File: config.mk
export PLATFORM = sky130hd
export DESIGN_NAME = two_level_vectored_irq_ctrl
export DESIGN_NICKNAME = d
export VERILOG_FILES = /design/src/irq_ctrl_pkg.sv /design/src/two_level_vectored_irq_ctrl.sv
export SDC_FILE = /design/constraint.sdc
export NUM_CORES = 1
export LEC_CHECK = 0
export BUFFER_PORTS_ARGS = -buffer_cell sky130_fd_sc_hd__buf_2
export CAP_MARGIN = 30
export CORE_AREA = 5 5 131 133
export CTS_CLUSTER_DIAMETER = 50
export CTS_CLUSTER_SIZE = 28
export DETAILED_ROUTE_END_ITERATION = 7
export DIE_AREA = 0 0 136 138
export PLACE_DENSITY_LB_ADDON = 0.3
export SLEW_MARGIN = 20
export SYNTH_ARGS = -nofsm -noshare
export SYNTH_HDL_FRONTEND = slang
export SYNTH_SLANG_ARGS = --single-unit
export TNS_END_PERCENT = 30
File: constraint.sdc
create_clock -name CLOCK -period 5 [get_ports CLOCK]
set_clock_uncertainty 0.15 [all_clocks]
set_input_delay 0.5 -clock CLOCK [delete_from_list [all_inputs] [get_ports CLOCK]]
set_output_delay 0.5 -clock CLOCK [all_outputs]
set_load 0.05 [all_outputs]
File: src/irq_ctrl_pkg.sv
// Constants and types for the two-level vectored interrupt controller
// How it works
// RULE1: Source events set pending flags regardless of enables
// RULE2: Any flag of a source requests
// RULE3: Request needs flag, source enable, global enable
// RULE4: Disabled flags leave program flow untouched
// RULE5: Call to vector after current instruction ends
// RULE6: Routines end with return from interrupt
// RULE7: Only external and basic timer flags auto-clear
// RULE8: Flag still set after return re-requests
// RULE9: Global enable bit seven masks everything
// RULE10: Flags set while masked stay pending
// RULE11: Software flag set acts like hardware event
// RULE12: High preempts low; nothing preempts high
// RULE13: Preempted low routine resumes after high returns
// RULE14: Higher level wins, then lowest order
// RULE15: Vectors 0x0003 plus eight per order step
// RULE16: Requests sampled and decoded every cycle
// RULE17: Minimum response is seven clocks
// RULE18: One instruction after return before next call
// RULE19: Worst case response is nineteen clocks
// RULE20: Equal or lower waits for return plus instruction
// RULE21: Main enable register resets to zero
// RULE22: Track in-service levels, clear highest on return
// RULE23: Hold vector and call until acknowledged
package irq_ctrl_pkg;
    // ==========================================================
    // Sizes and positions
    localparam int NUM_SRC = 17;
    localparam int FLAGS_PER_SRC = 4;
    localparam int VEC_W = 16;
    localparam int GLOBAL_EN_BIT = 7;
    localparam logic [7:0] IE_RESET = 8'h00;
    localparam logic [7:0] IE_SFR_ADDR = 8'ha8;
    localparam logic [VEC_W-1:0] VEC_BASE = 16'h0003;
    localparam logic [VEC_W-1:0] VEC_STEP = 16'h0008;
    localparam logic [VEC_W-1:0] RESET_VEC = 16'h0000;
    // Sources whose flags clear in hardware on vector entry
    localparam logic [NUM_SRC-1:0] AUTO_CLR = 17'h0000f;
    // Latency figures in system clocks
    localparam int DETECT_CLKS = 1;
    localparam int CALL_CLKS = 5;
    localparam int MIN_RESP_CLKS = 7;
    localparam int MAX_RESP_CLKS = 19;

    typedef enum logic [1:0] {ST_IDLE, ST_CALL, ST_AFTER_RET} seq_state_t;

    typedef struct packed {
        logic valid;
        logic high;
        logic [4:0] order;
    } winner_t;
endpackage

File: src/two_level_vectored_irq_ctrl.sv
// Two-level vectored interrupt controller for the core sequencer
`timescale 1ns/1ps
module two_level_vectored_irq_ctrl
    import irq_ctrl_pkg::*;
(
    input wire logic CLOCK, // System clock, 200 MHz
    input wire logic RST_B, // Async reset, active low
    input wire logic [NUM_SRC*FLAGS_PER_SRC-1:0] SRC_EVENT, // Hardware event pulses
    input wire logic [NUM_SRC*FLAGS_PER_SRC-1:0] SW_SET, // Software flag set pulses
    input wire logic [NUM_SRC*FLAGS_PER_SRC-1:0] SW_CLR, // Software flag clear pulses
    input wire logic IE_WR, // Write strobe for main enable register
    input wire logic [7:0] IE_WDATA, // Main enable write data
    input wire logic [NUM_SRC-1:0] SRC_ENABLE, // Per-source enables (bits 0..6 ignored)
    input wire logic [NUM_SRC-1:0] SRC_PRIORITY, // Per-source high priority
    input wire logic INSTR_DONE, // Core finished an instruction
    input wire logic RETURN_FROM_IRQ_INSTR_DONE, // Core finished a return from interrupt
    input wire logic CALL_ACK, // Core started the long call
    output logic CALL_REQ, // Long call request
    output logic [VEC_W-1:0] CALL_VECTOR, // Vector address of the call
    output logic [7:0] IE_RDATA, // Main enable register contents
    output logic [NUM_SRC*FLAGS_PER_SRC-1:0] PENDING, // Pending flags
    output logic [1:0] IN_SERVICE // Bit1 high level, bit0 low level
);
    // ==========================================================
    // Reset synchroniser
    logic rst_s1, rst_s2;
    always_ff @(posedge CLOCK or negedge RST_B) begin
        if (!RST_B) begin
            rst_s1 <= 1'b0;
            rst_s2 <= 1'b0;
        end else begin
            rst_s1 <= 1'b1;
            rst_s2 <= rst_s1;
        end
    end
    wire rst_n = rst_s2;

    // ==========================================================
    // State declarations
    logic [NUM_SRC*FLAGS_PER_SRC-1:0] flags, next_flags;
    logic [7:0] ie_reg, next_ie_reg;
    seq_state_t state, next_state;
    logic [1:0] in_svc, next_in_svc;
    logic [VEC_W-1:0] vec, next_vec;
    logic [4:0] call_src, next_call_src;
    logic call_high, next_call_high;
    winner_t win;
    logic [NUM_SRC-1:0] req, src_en, vec_clear;

    // ==========================================================
    // Per-source request terms
    genvar g;
    generate
        for (g = 0; g < NUM_SRC; g++) begin : g_src
            // Bits 0..6 of the main register carry the first seven enables
            if (g < GLOBAL_EN_BIT) begin : g_main
                assign src_en[g] = ie_reg[g];
            end else begin : g_ext
                assign src_en[g] = SRC_ENABLE[g];
            end
            assign req[g] = (|flags[g*FLAGS_PER_SRC +: FLAGS_PER_SRC]) //RULE2
                            && src_en[g] && ie_reg[GLOBAL_EN_BIT]; //RULE3 RULE9 RULE4
            assign vec_clear[g] = (state == ST_CALL) && CALL_ACK
                                  && (call_src == 5'(g)) && AUTO_CLR[g]; //RULE7
        end
    endgenerate

    // ==========================================================
    // Pending flags: set wins over any clear, so an event that lands
    // with a software or vector clear is never lost
    always_comb begin
        next_flags = flags;
        for (int i = 0; i < NUM_SRC*FLAGS_PER_SRC; i++) begin
            if (SW_CLR[i] || vec_clear[i/FLAGS_PER_SRC])
                next_flags[i] = 1'b0;
            if (SRC_EVENT[i] || SW_SET[i])
                next_flags[i] = 1'b1; //RULE1 RULE11 RULE10
        end
    end

    // Main enable register, plain write
    always_comb begin
        next_ie_reg = IE_WR ? IE_WDATA : ie_reg;
    end

    // ==========================================================
    // Arbiter: evaluated every cycle, high level first, lowest order
    always_comb begin
        win = '0;
        for (int i = NUM_SRC-1; i >= 0; i--) begin
            if (req[i] && !SRC_PRIORITY[i] && !win.high) begin
                win.valid = 1'b1; //RULE16
                win.order = i[4:0]; //RULE14
            end
        end
        for (int i = NUM_SRC-1; i >= 0; i--) begin
            if (req[i] && SRC_PRIORITY[i]) begin
                win.valid = 1'b1;
                win.high = 1'b1; //RULE14
                win.order = i[4:0];
            end
        end
    end

    // A winner may enter only above the level in service. Only two
    // levels exist, so a pair of flags is enough and no stack is kept.
    logic can_take;
    always_comb begin
        if (in_svc[1])
            can_take = 1'b0; //RULE12
        else if (in_svc[0])
            can_take = win.high; //RULE12 RULE20
        else
            can_take = 1'b1;
    end

    // ==========================================================
    // Call sequencer. The detect cycle is the registered flag; the
    // call is issued at the end of the instruction in flight, which
    // gives the seven-clock best case with a one-cycle instruction.
    // After a return at least one instruction retires before a call.
    always_comb begin
        next_state = state;
        next_in_svc = in_svc;
        next_vec = vec;
        next_call_src = call_src;
        next_call_high = call_high;
        case (state)
            ST_IDLE: begin
                if (RETURN_FROM_IRQ_INSTR_DONE) begin
                    // Return pops the highest active level
                    if (in_svc[1])
                        next_in_svc[1] = 1'b0; //RULE22 RULE13
                    else
                        next_in_svc[0] = 1'b0; //RULE22
                    next_state = ST_AFTER_RET; //RULE18 RULE8
                end else if (INSTR_DONE && win.valid && can_take) begin
                    next_state = ST_CALL; //RULE5 RULE17
                    next_call_src = win.order;
                    next_call_high = win.high;
                    next_vec = VEC_BASE + VEC_STEP * {11'h000, win.order}; //RULE15
                end
            end
            ST_AFTER_RET: begin
                // The one instruction after a return has retired; a request
                // that still stands enters at its end, like any other
                if (INSTR_DONE && win.valid && can_take) begin
                    next_state = ST_CALL; //RULE8 RULE18
                    next_call_src = win.order;
                    next_call_high = win.high;
                    next_vec = VEC_BASE + VEC_STEP * {11'h000, win.order}; //RULE15
                end else if (INSTR_DONE) begin
                    next_state = ST_IDLE; //RULE20 RULE19
                end
            end
            ST_CALL: begin
                if (CALL_ACK) begin
                    next_state = ST_IDLE; //RULE23
                    if (call_high)
                        next_in_svc[1] = 1'b1; //RULE22
                    else
                        next_in_svc[0] = 1'b1; //RULE22
                end
            end
            default: next_state = ST_IDLE;
        endcase
    end

    // ==========================================================
    // Registers
    always_ff @(posedge CLOCK or negedge rst_n) begin
        if (!rst_n) begin
            flags <= '0;
            ie_reg <= IE_RESET; //RULE21
            state <= ST_IDLE;
            in_svc <= 2'h0;
            vec <= RESET_VEC;
            call_src <= 5'h00;
            call_high <= 1'b0;
        end else begin
            flags <= next_flags;
            ie_reg <= next_ie_reg;
            state <= next_state;
            in_svc <= next_in_svc;
            vec <= next_vec;
            call_src <= next_call_src;
            call_high <= next_call_high;
        end
    end

    // Outputs straight from flops
    always_comb begin
        CALL_REQ = (state == ST_CALL); //RULE23
        CALL_VECTOR = vec;
        IE_RDATA = ie_reg;
        PENDING = flags;
        IN_SERVICE = in_svc;
    end

    // ==========================================================
    // Assertions
    property p_no_req_masked;
        @(posedge CLOCK) disable iff (!rst_n)
        (!ie_reg[GLOBAL_EN_BIT] && state != ST_CALL) |=> !CALL_REQ;
    endproperty
    a_no_req_masked: assert property (p_no_req_masked) else $error("call while masked"); //RULE9

    property p_hold_call;
        @(posedge CLOCK) disable iff (!rst_n)
        (CALL_REQ && !CALL_ACK) |=> (CALL_REQ && $stable(CALL_VECTOR));
    endproperty
    a_hold_call: assert property (p_hold_call) else $error("call dropped early"); //RULE23

    property p_vec_range;
        @(posedge CLOCK) disable iff (!rst_n)
        CALL_REQ |-> (CALL_VECTOR == VEC_BASE + VEC_STEP * {11'h000, call_src});
    endproperty
    a_vec_range: assert property (p_vec_range) else $error("bad vector"); //RULE15

    property p_high_no_preempt;
        @(posedge CLOCK) disable iff (!rst_n)
        (in_svc[1] && state == ST_IDLE && !RETURN_FROM_IRQ_INSTR_DONE) |=> !CALL_REQ;
    endproperty
    a_high_no_preempt: assert property (p_high_no_preempt) else $error("high preempted"); //RULE12

    property p_after_ret;
        @(posedge CLOCK) disable iff (!rst_n)
        ((RETURN_FROM_IRQ_INSTR_DONE && state == ST_IDLE) || (state == ST_AFTER_RET && !INSTR_DONE))
        |=> !CALL_REQ;
    endproperty
    a_after_ret: assert property (p_after_ret) else $error("no gap after return"); //RULE18

    property p_set_wins;
        @(posedge CLOCK) disable iff (!rst_n)
        (SRC_EVENT[0] && SW_CLR[0]) |=> PENDING[0];
    endproperty
    a_set_wins: assert property (p_set_wins) else $error("event lost"); //RULE1

    property p_autoclr;
        @(posedge CLOCK) disable iff (!rst_n)
        (CALL_REQ && CALL_ACK && call_src == 5'h00 && !SRC_EVENT[0] && !SW_SET[0])
        |=> !PENDING[0];
    endproperty
    a_autoclr: assert property (p_autoclr) else $error("auto clear missing"); //RULE7

    property p_keep_other;
        @(posedge CLOCK) disable iff (!rst_n)
        (PENDING[16] && !SW_CLR[16]) |=> PENDING[16];
    endproperty
    a_keep_other: assert property (p_keep_other) else $error("flag cleared by hw"); //RULE7

    property p_svc_set;
        @(posedge CLOCK) disable iff (!rst_n)
        (CALL_REQ && CALL_ACK && call_high) |=> IN_SERVICE[1];
    endproperty
    a_svc_set: assert property (p_svc_set) else $error("level not marked"); //RULE22

    // Call entry and exit
    property p_call_at_end;
        @(posedge CLOCK) disable iff (!rst_n)
        (!CALL_REQ ##1 CALL_REQ) |-> $past(INSTR_DONE);
    endproperty
    a_call_at_end: assert property (p_call_at_end) else $error("call mid instr"); //RULE5

    property p_call_live;
        @(posedge CLOCK) disable iff (!rst_n)
        (!CALL_REQ ##1 CALL_REQ) |-> $past(ie_reg[GLOBAL_EN_BIT] && (|req));
    endproperty
    a_call_live: assert property (p_call_live) else $error("call without request"); //RULE3

    property p_ack_drop;
        @(posedge CLOCK) disable iff (!rst_n)
        (CALL_REQ && CALL_ACK) |=> !CALL_REQ;
    endproperty
    a_ack_drop: assert property (p_ack_drop) else $error("call held past ack"); //RULE23

    property p_re_enter;
        @(posedge CLOCK) disable iff (!rst_n)
        (state == ST_AFTER_RET && INSTR_DONE && ie_reg[GLOBAL_EN_BIT] && (|req)
         && in_svc == 2'h0) |=> CALL_REQ;
    endproperty
    a_re_enter: assert property (p_re_enter) else $error("no re-entry after return"); //RULE8

    // Enable register and level tracking
    property p_ie_write;
        @(posedge CLOCK) disable iff (!rst_n)
        IE_WR |=> (IE_RDATA == $past(IE_WDATA));
    endproperty
    a_ie_write: assert property (p_ie_write) else $error("enable write lost"); //RULE9

    property p_ret_pop;
        @(posedge CLOCK) disable iff (!rst_n)
        (RETURN_FROM_IRQ_INSTR_DONE && state == ST_IDLE && in_svc == 2'h3) |=> (IN_SERVICE == 2'h1);
    endproperty
    a_ret_pop: assert property (p_ret_pop) else $error("low level lost on return"); //RULE13

    // Covers for the main scenarios
    c_call: cover property (@(posedge CLOCK) disable iff (!rst_n) CALL_REQ && CALL_ACK);
    c_nest: cover property (@(posedge CLOCK) disable iff (!rst_n) IN_SERVICE == 2'h3);
    c_ret_re: cover property (@(posedge CLOCK) disable iff (!rst_n)
        state == ST_AFTER_RET ##1 state == ST_IDLE ##[1:20] CALL_REQ);
    c_re_enter: cover property (@(posedge CLOCK) disable iff (!rst_n)
        state == ST_AFTER_RET && INSTR_DONE ##1 CALL_REQ);
endmodule // two_level_vectored_irq_ctrl
==> flow_results.org <==
** Logic synthesis
- The most used flip-flop cell after synthesis is sky130_fd_sc_hd__dfrtp_1.
- Fraction of post-synthesis cell area in the top cell type by area :: 50.3%
- Synthesis inferred 89 register bits.
- sky130_fd_sc_hd__dfrtp_1 takes more of the synthesized area than any other cell.
- Yosys mapped a number of flops with a built-in enable equal to 0.
- Synth area leaders :: sky130_fd_sc_hd__dfrtp_1 (50%), sky130_fd_sc_hd__nor2_1 (6.1%), sky130_fd_sc_hd__o21ai_0 (6.1%)
- Averaged over all synthesized cells, the footprint is 9.28 um^2.
- Of the synthesized area, sequential elements account for 50.3%.
- The cell area that synthesis handed to floorplanning was 4430 um^2.
- In the synthesized netlist, the number of instances is 477.
- Leading cell type by number of instances after synthesis :: sky130_fd_sc_hd__dfrtp_1
- For this run, the number of Yosys warnings is 0.
- Fraction of registers with async set/reset :: 100%
- Number of different library cells in the post-synthesis netlist :: 51
- Post-synth top cells :: sky130_fd_sc_hd__dfrtp_1 (89), sky130_fd_sc_hd__nor2_1 (72), sky130_fd_sc_hd__inv_1 (68)

** Floorplan
- The die is 138 um tall.
- The total area inside the core boundary comes to 15700 um^2.
- Die area :: 18800 um^2
- Die span in x :: 136 um
- During I/O placement, the number of pins put on the boundary was 347.
- After floorplanning, the core was divided into 46 placement rows.
- For this configuration, the core starts out at a cell density of 28.2%.

** STA
- Setup violations remaining at the end of the flow were counted as 0.
- Period utilization :: 59.8%
- Setup repair after global routing left no endpoint under its margin.
- The max-slew violation count is 0.
- Timing would allow up to 0.335 GHz.
- Slew at the pin with the worst max-slew slack :: 0.799 ns
- Hold Violations, Final :: 0
- Shortest clock period the worst path allows after layout :: 2.99 ns
- Total negative slack for setup checks :: 0 ns
- WHS :: 0.177 ns
- The worst pin sits at a relative slew slack of 46.2%.

** Routing
- Dividing the detail-routed wire length by the instance count gives 15.8 um.
- Detailed Route Iter0 Violations :: 159
- The final layout contains routed wiring with a total length of 16400 um.
- Antenna Violating Nets Remaining :: 0
- Dividing the detail-routed via count by the number of cells gives 4.50.
- After detailed routing, the number of remaining DRC violations is 0.
- DR pass1 iterations :: 4
- Count of vias placed by the detailed router :: 4669

** Pwr
- For this design the static power due to leakage is 3.42 nW.
- In this run the power density over the cells is 335 nW/um^2.
- Internal power comes to 1.46 mW.
- Share of power burned in combinational logic :: 29.4%
- Part of the total power dissipated in sequential elements :: 38.6%
- Switching part of the total power :: 34.8%
- Part of the power in the clock network :: 32.0%
- Maximum vdd ir drop :: 0.000180 V
- In this run the power spent charging and discharging nets is 778 uW.

** Clock network
- Clock root buffer :: sky130_fd_sc_hd__clkbuf_16
- Clock-pin slew on the worst setup and hold paths :: 0.07 ns
- Count of buffers added by post-CTS timing repair for setup :: 0
- Max clock buf depth :: 2
- Buffers inserted during clock tree synthesis total 9.
- The clock drives 89 sinks.
- H-Tree Depth :: 3
- The clock reaches the later pin of the worst-skew pair after 0.34 ns.
- TritonCTS clock tree :: built

** Worst setup path
- The startpoint identified for the worst register-to-register timing path is IE_RDATA[7].
- Type of the worst setup path :: flip-flop to flip-flop
- Logic depth of the worst register-to-register path :: 7
- The worst setup path is launched from a flip-flop.
- Data on the critical path arrives at its endpoint at 3.06 ns.
- The most critical setup path has its startpoint at IE_RDATA[7].
- The most critical setup path has its endpoint at call_src[4].
- In this run the worst path has a maximum fanout of 15.
- STA puts the critical path data required time at 5.07 ns.
- The worst register-to-register path ends at call_src[4].
- Flop2flop setup slack :: 2.01 ns
- Critical Path Sink Type :: flip-flop

** Min path
- Min-delay src :: SW_CLR[44]
- Hold WC Path Type :: primary input to flip-flop

** Final layout
- In the final design database the tool counted 1068 nets.
- Number of inserted diodes :: 0
- Synth-to-layout area growth :: 50.4%
- Ratio of cells with drive above 1 in the final layout :: 45.6%

** Global route
- Via count of the first global-routing pass :: 4875
- For this run the aggregate overflow at the end of global routing stands at 0.
- Entering global routing, the biggest net connects 45 pins.
- Total Routing Usage GR :: 17.1%
- The first global-routing pass estimated 25100 um of wire.
- The initial antenna violation count came to 1.

** Place
- Detailed placement ended at an HPWL of 14100 um.
- Buffers on Ports :: 330
- RD Place Congestion :: 0.822

** Status
- Outcome :: complete, no violations

** Job
- Across the run, the number of max-cap violations was 0.
-- cell families (layout without fill, tap and decap cells) --
family,Yosys count,after routing,synth area share [%]
buffers and inverters,83,419,8.11
DFF,89,89,50.3
muxes,12,12,3.39
other,2,10,0.170
and+or+nand+nor,196,196,24.2
AOI/OAI and AO/OA,95,95,13.8
-- layout make-up --
class,instances,area [um^2]
clock buffers,11,233
clock inverters,5,81.3
fillers,1599,9050
inverters,68,255
multi-input cells,313,1870
flip-flops and latches,89,2230
well taps,216,270
repair buffers,335,1720
-- cells in the final DEF (no fill, tap or decap), types with 3 or more instances in the layout --
| master | netlist | routed |
|---|---|---|
| sky130_fd_sc_hd__mux2_2 | 8 | 8 |
| sky130_fd_sc_hd__a31oi_1 | 4 | 4 |
| sky130_fd_sc_hd__or3_1 | 9 | 9 |
| sky130_fd_sc_hd__dfrtp_1 | 89 | 88 |
| sky130_fd_sc_hd__o21ai_0 | 54 | 54 |
| sky130_fd_sc_hd__nor2b_1 | 3 | 3 |
| sky130_fd_sc_hd__nor3_1 | 18 | 18 |
| sky130_fd_sc_hd__inv_1 | 68 | 68 |
| sky130_fd_sc_hd__nand4_1 | 6 | 6 |
| sky130_fd_sc_hd__buf_2 | 2 | 330 |
| sky130_fd_sc_hd__nand3_1 | 8 | 8 |
| sky130_fd_sc_hd__nor3b_1 | 14 | 14 |
| sky130_fd_sc_hd__or4_1 | 3 | 3 |
| sky130_fd_sc_hd__nor4_2 | 4 | 4 |
| sky130_fd_sc_hd__clkbuf_16 | 0 | 9 |
| sky130_fd_sc_hd__nor2_1 | 72 | 72 |
| sky130_fd_sc_hd__nor4_1 | 18 | 18 |
| sky130_fd_sc_hd__a211oi_1 | 6 | 6 |
| sky130_fd_sc_hd__mux2_4 | 4 | 4 |
| sky130_fd_sc_hd__conb_1 | 2 | 10 |
| sky130_fd_sc_hd__nand2_1 | 23 | 23 |
| sky130_fd_sc_hd__a311o_1 | 12 | 12 |
-- how the worst min path moves through the flow --
stage                        to  depth (start not counted)  slack (ns)
CTS                 PENDING[66]                          2        0.16
global placement    PENDING[48]                          0       -0.06
finish              PENDING[44]                          2        0.18
floorplan                 rst_n                          0        0.05
detailed placement  PENDING[48]                          0       -0.07
global route        PENDING[45]                          2        0.16
-- power groups by stage --
stage | clock (mW) | sequential (mW) | combinational [mW]
floorplan | 0 | 1.06 | 0.248
global placement | 0 | 0.877 | 0.644
detailed placement | 0 | 0.879 | 0.654
CTS | 0.747 | 0.865 | 0.656
global route | 0.773 | 0.874 | 0.710
finish | 0.716 | 0.862 | 0.656
-- sequential cells by signal, summed over array words and instances (netlist names) --
name and cells:
CALL_VECTOR 1, IE_RDATA 8, IN_SERVICE 2, PENDING 68, call_high 1, call_src 5, rst_n 1, rst_s1 1
state 2
-- critical path, cell delays in order, from the launching register on --
cell,delay (ns)
sky130_fd_sc_hd__dfrtp_1,0.65
sky130_fd_sc_hd__buf_6,0.23
sky130_fd_sc_hd__nand2_1,0.08
sky130_fd_sc_hd__nor3_1,0.57
sky130_fd_sc_hd__nor4_4,0.14
sky130_fd_sc_hd__a41oi_1,0.23
sky130_fd_sc_hd__o31a_1,0.46
sky130_fd_sc_hd__mux2_4,0.34
-- metrics by stage --
| stage | setup WS, ns | util [%] | cells | cell area (um^2) | total power, mW |
|---|---|---|---|---|---|
| 2_1_floorplan | 2.19 | - | 485 | 4460 | 1.31 |
| 3_3_place_gp | 1.85 | 40.0 | 1017 | 6290 | 1.52 |
| 3_5_place_dp | 1.84 | 40.2 | 1018 | 6310 | 1.53 |
| 4_1_cts | 1.82 | 42.3 | 1036 | 6650 | 2.27 |
| 5_1_grt | 1.77 | 42.4 | 1037 | 6660 | 2.36 |
| 6_report | 2.01 | 42.4 | 1037 | 6660 | 2.23 |
-- layer usage --
layer / global-route usage, % / share of wire [%] / vias up / wire length [um]
li1: - / - / 2336 / -
met1: 19.5 / 39 / 2120 / 6430
met2: 31.1 / 51 / 196 / 8390
met3: 3.96 / 8.2 / 15 / 1350
met4: 5.57 / 1.5 / 2 / 250
met5: 0 / 0.043 / - / 7
-- timing repair --
| item | CTS | global route |
|---|---|---|
| resized for setup | 0 | 0 |
| hold buffers | 2 | 0 |
| hold endpoints to repair | 4 | 0 |
Note: power is estimated with default switching activity, not from simulation.
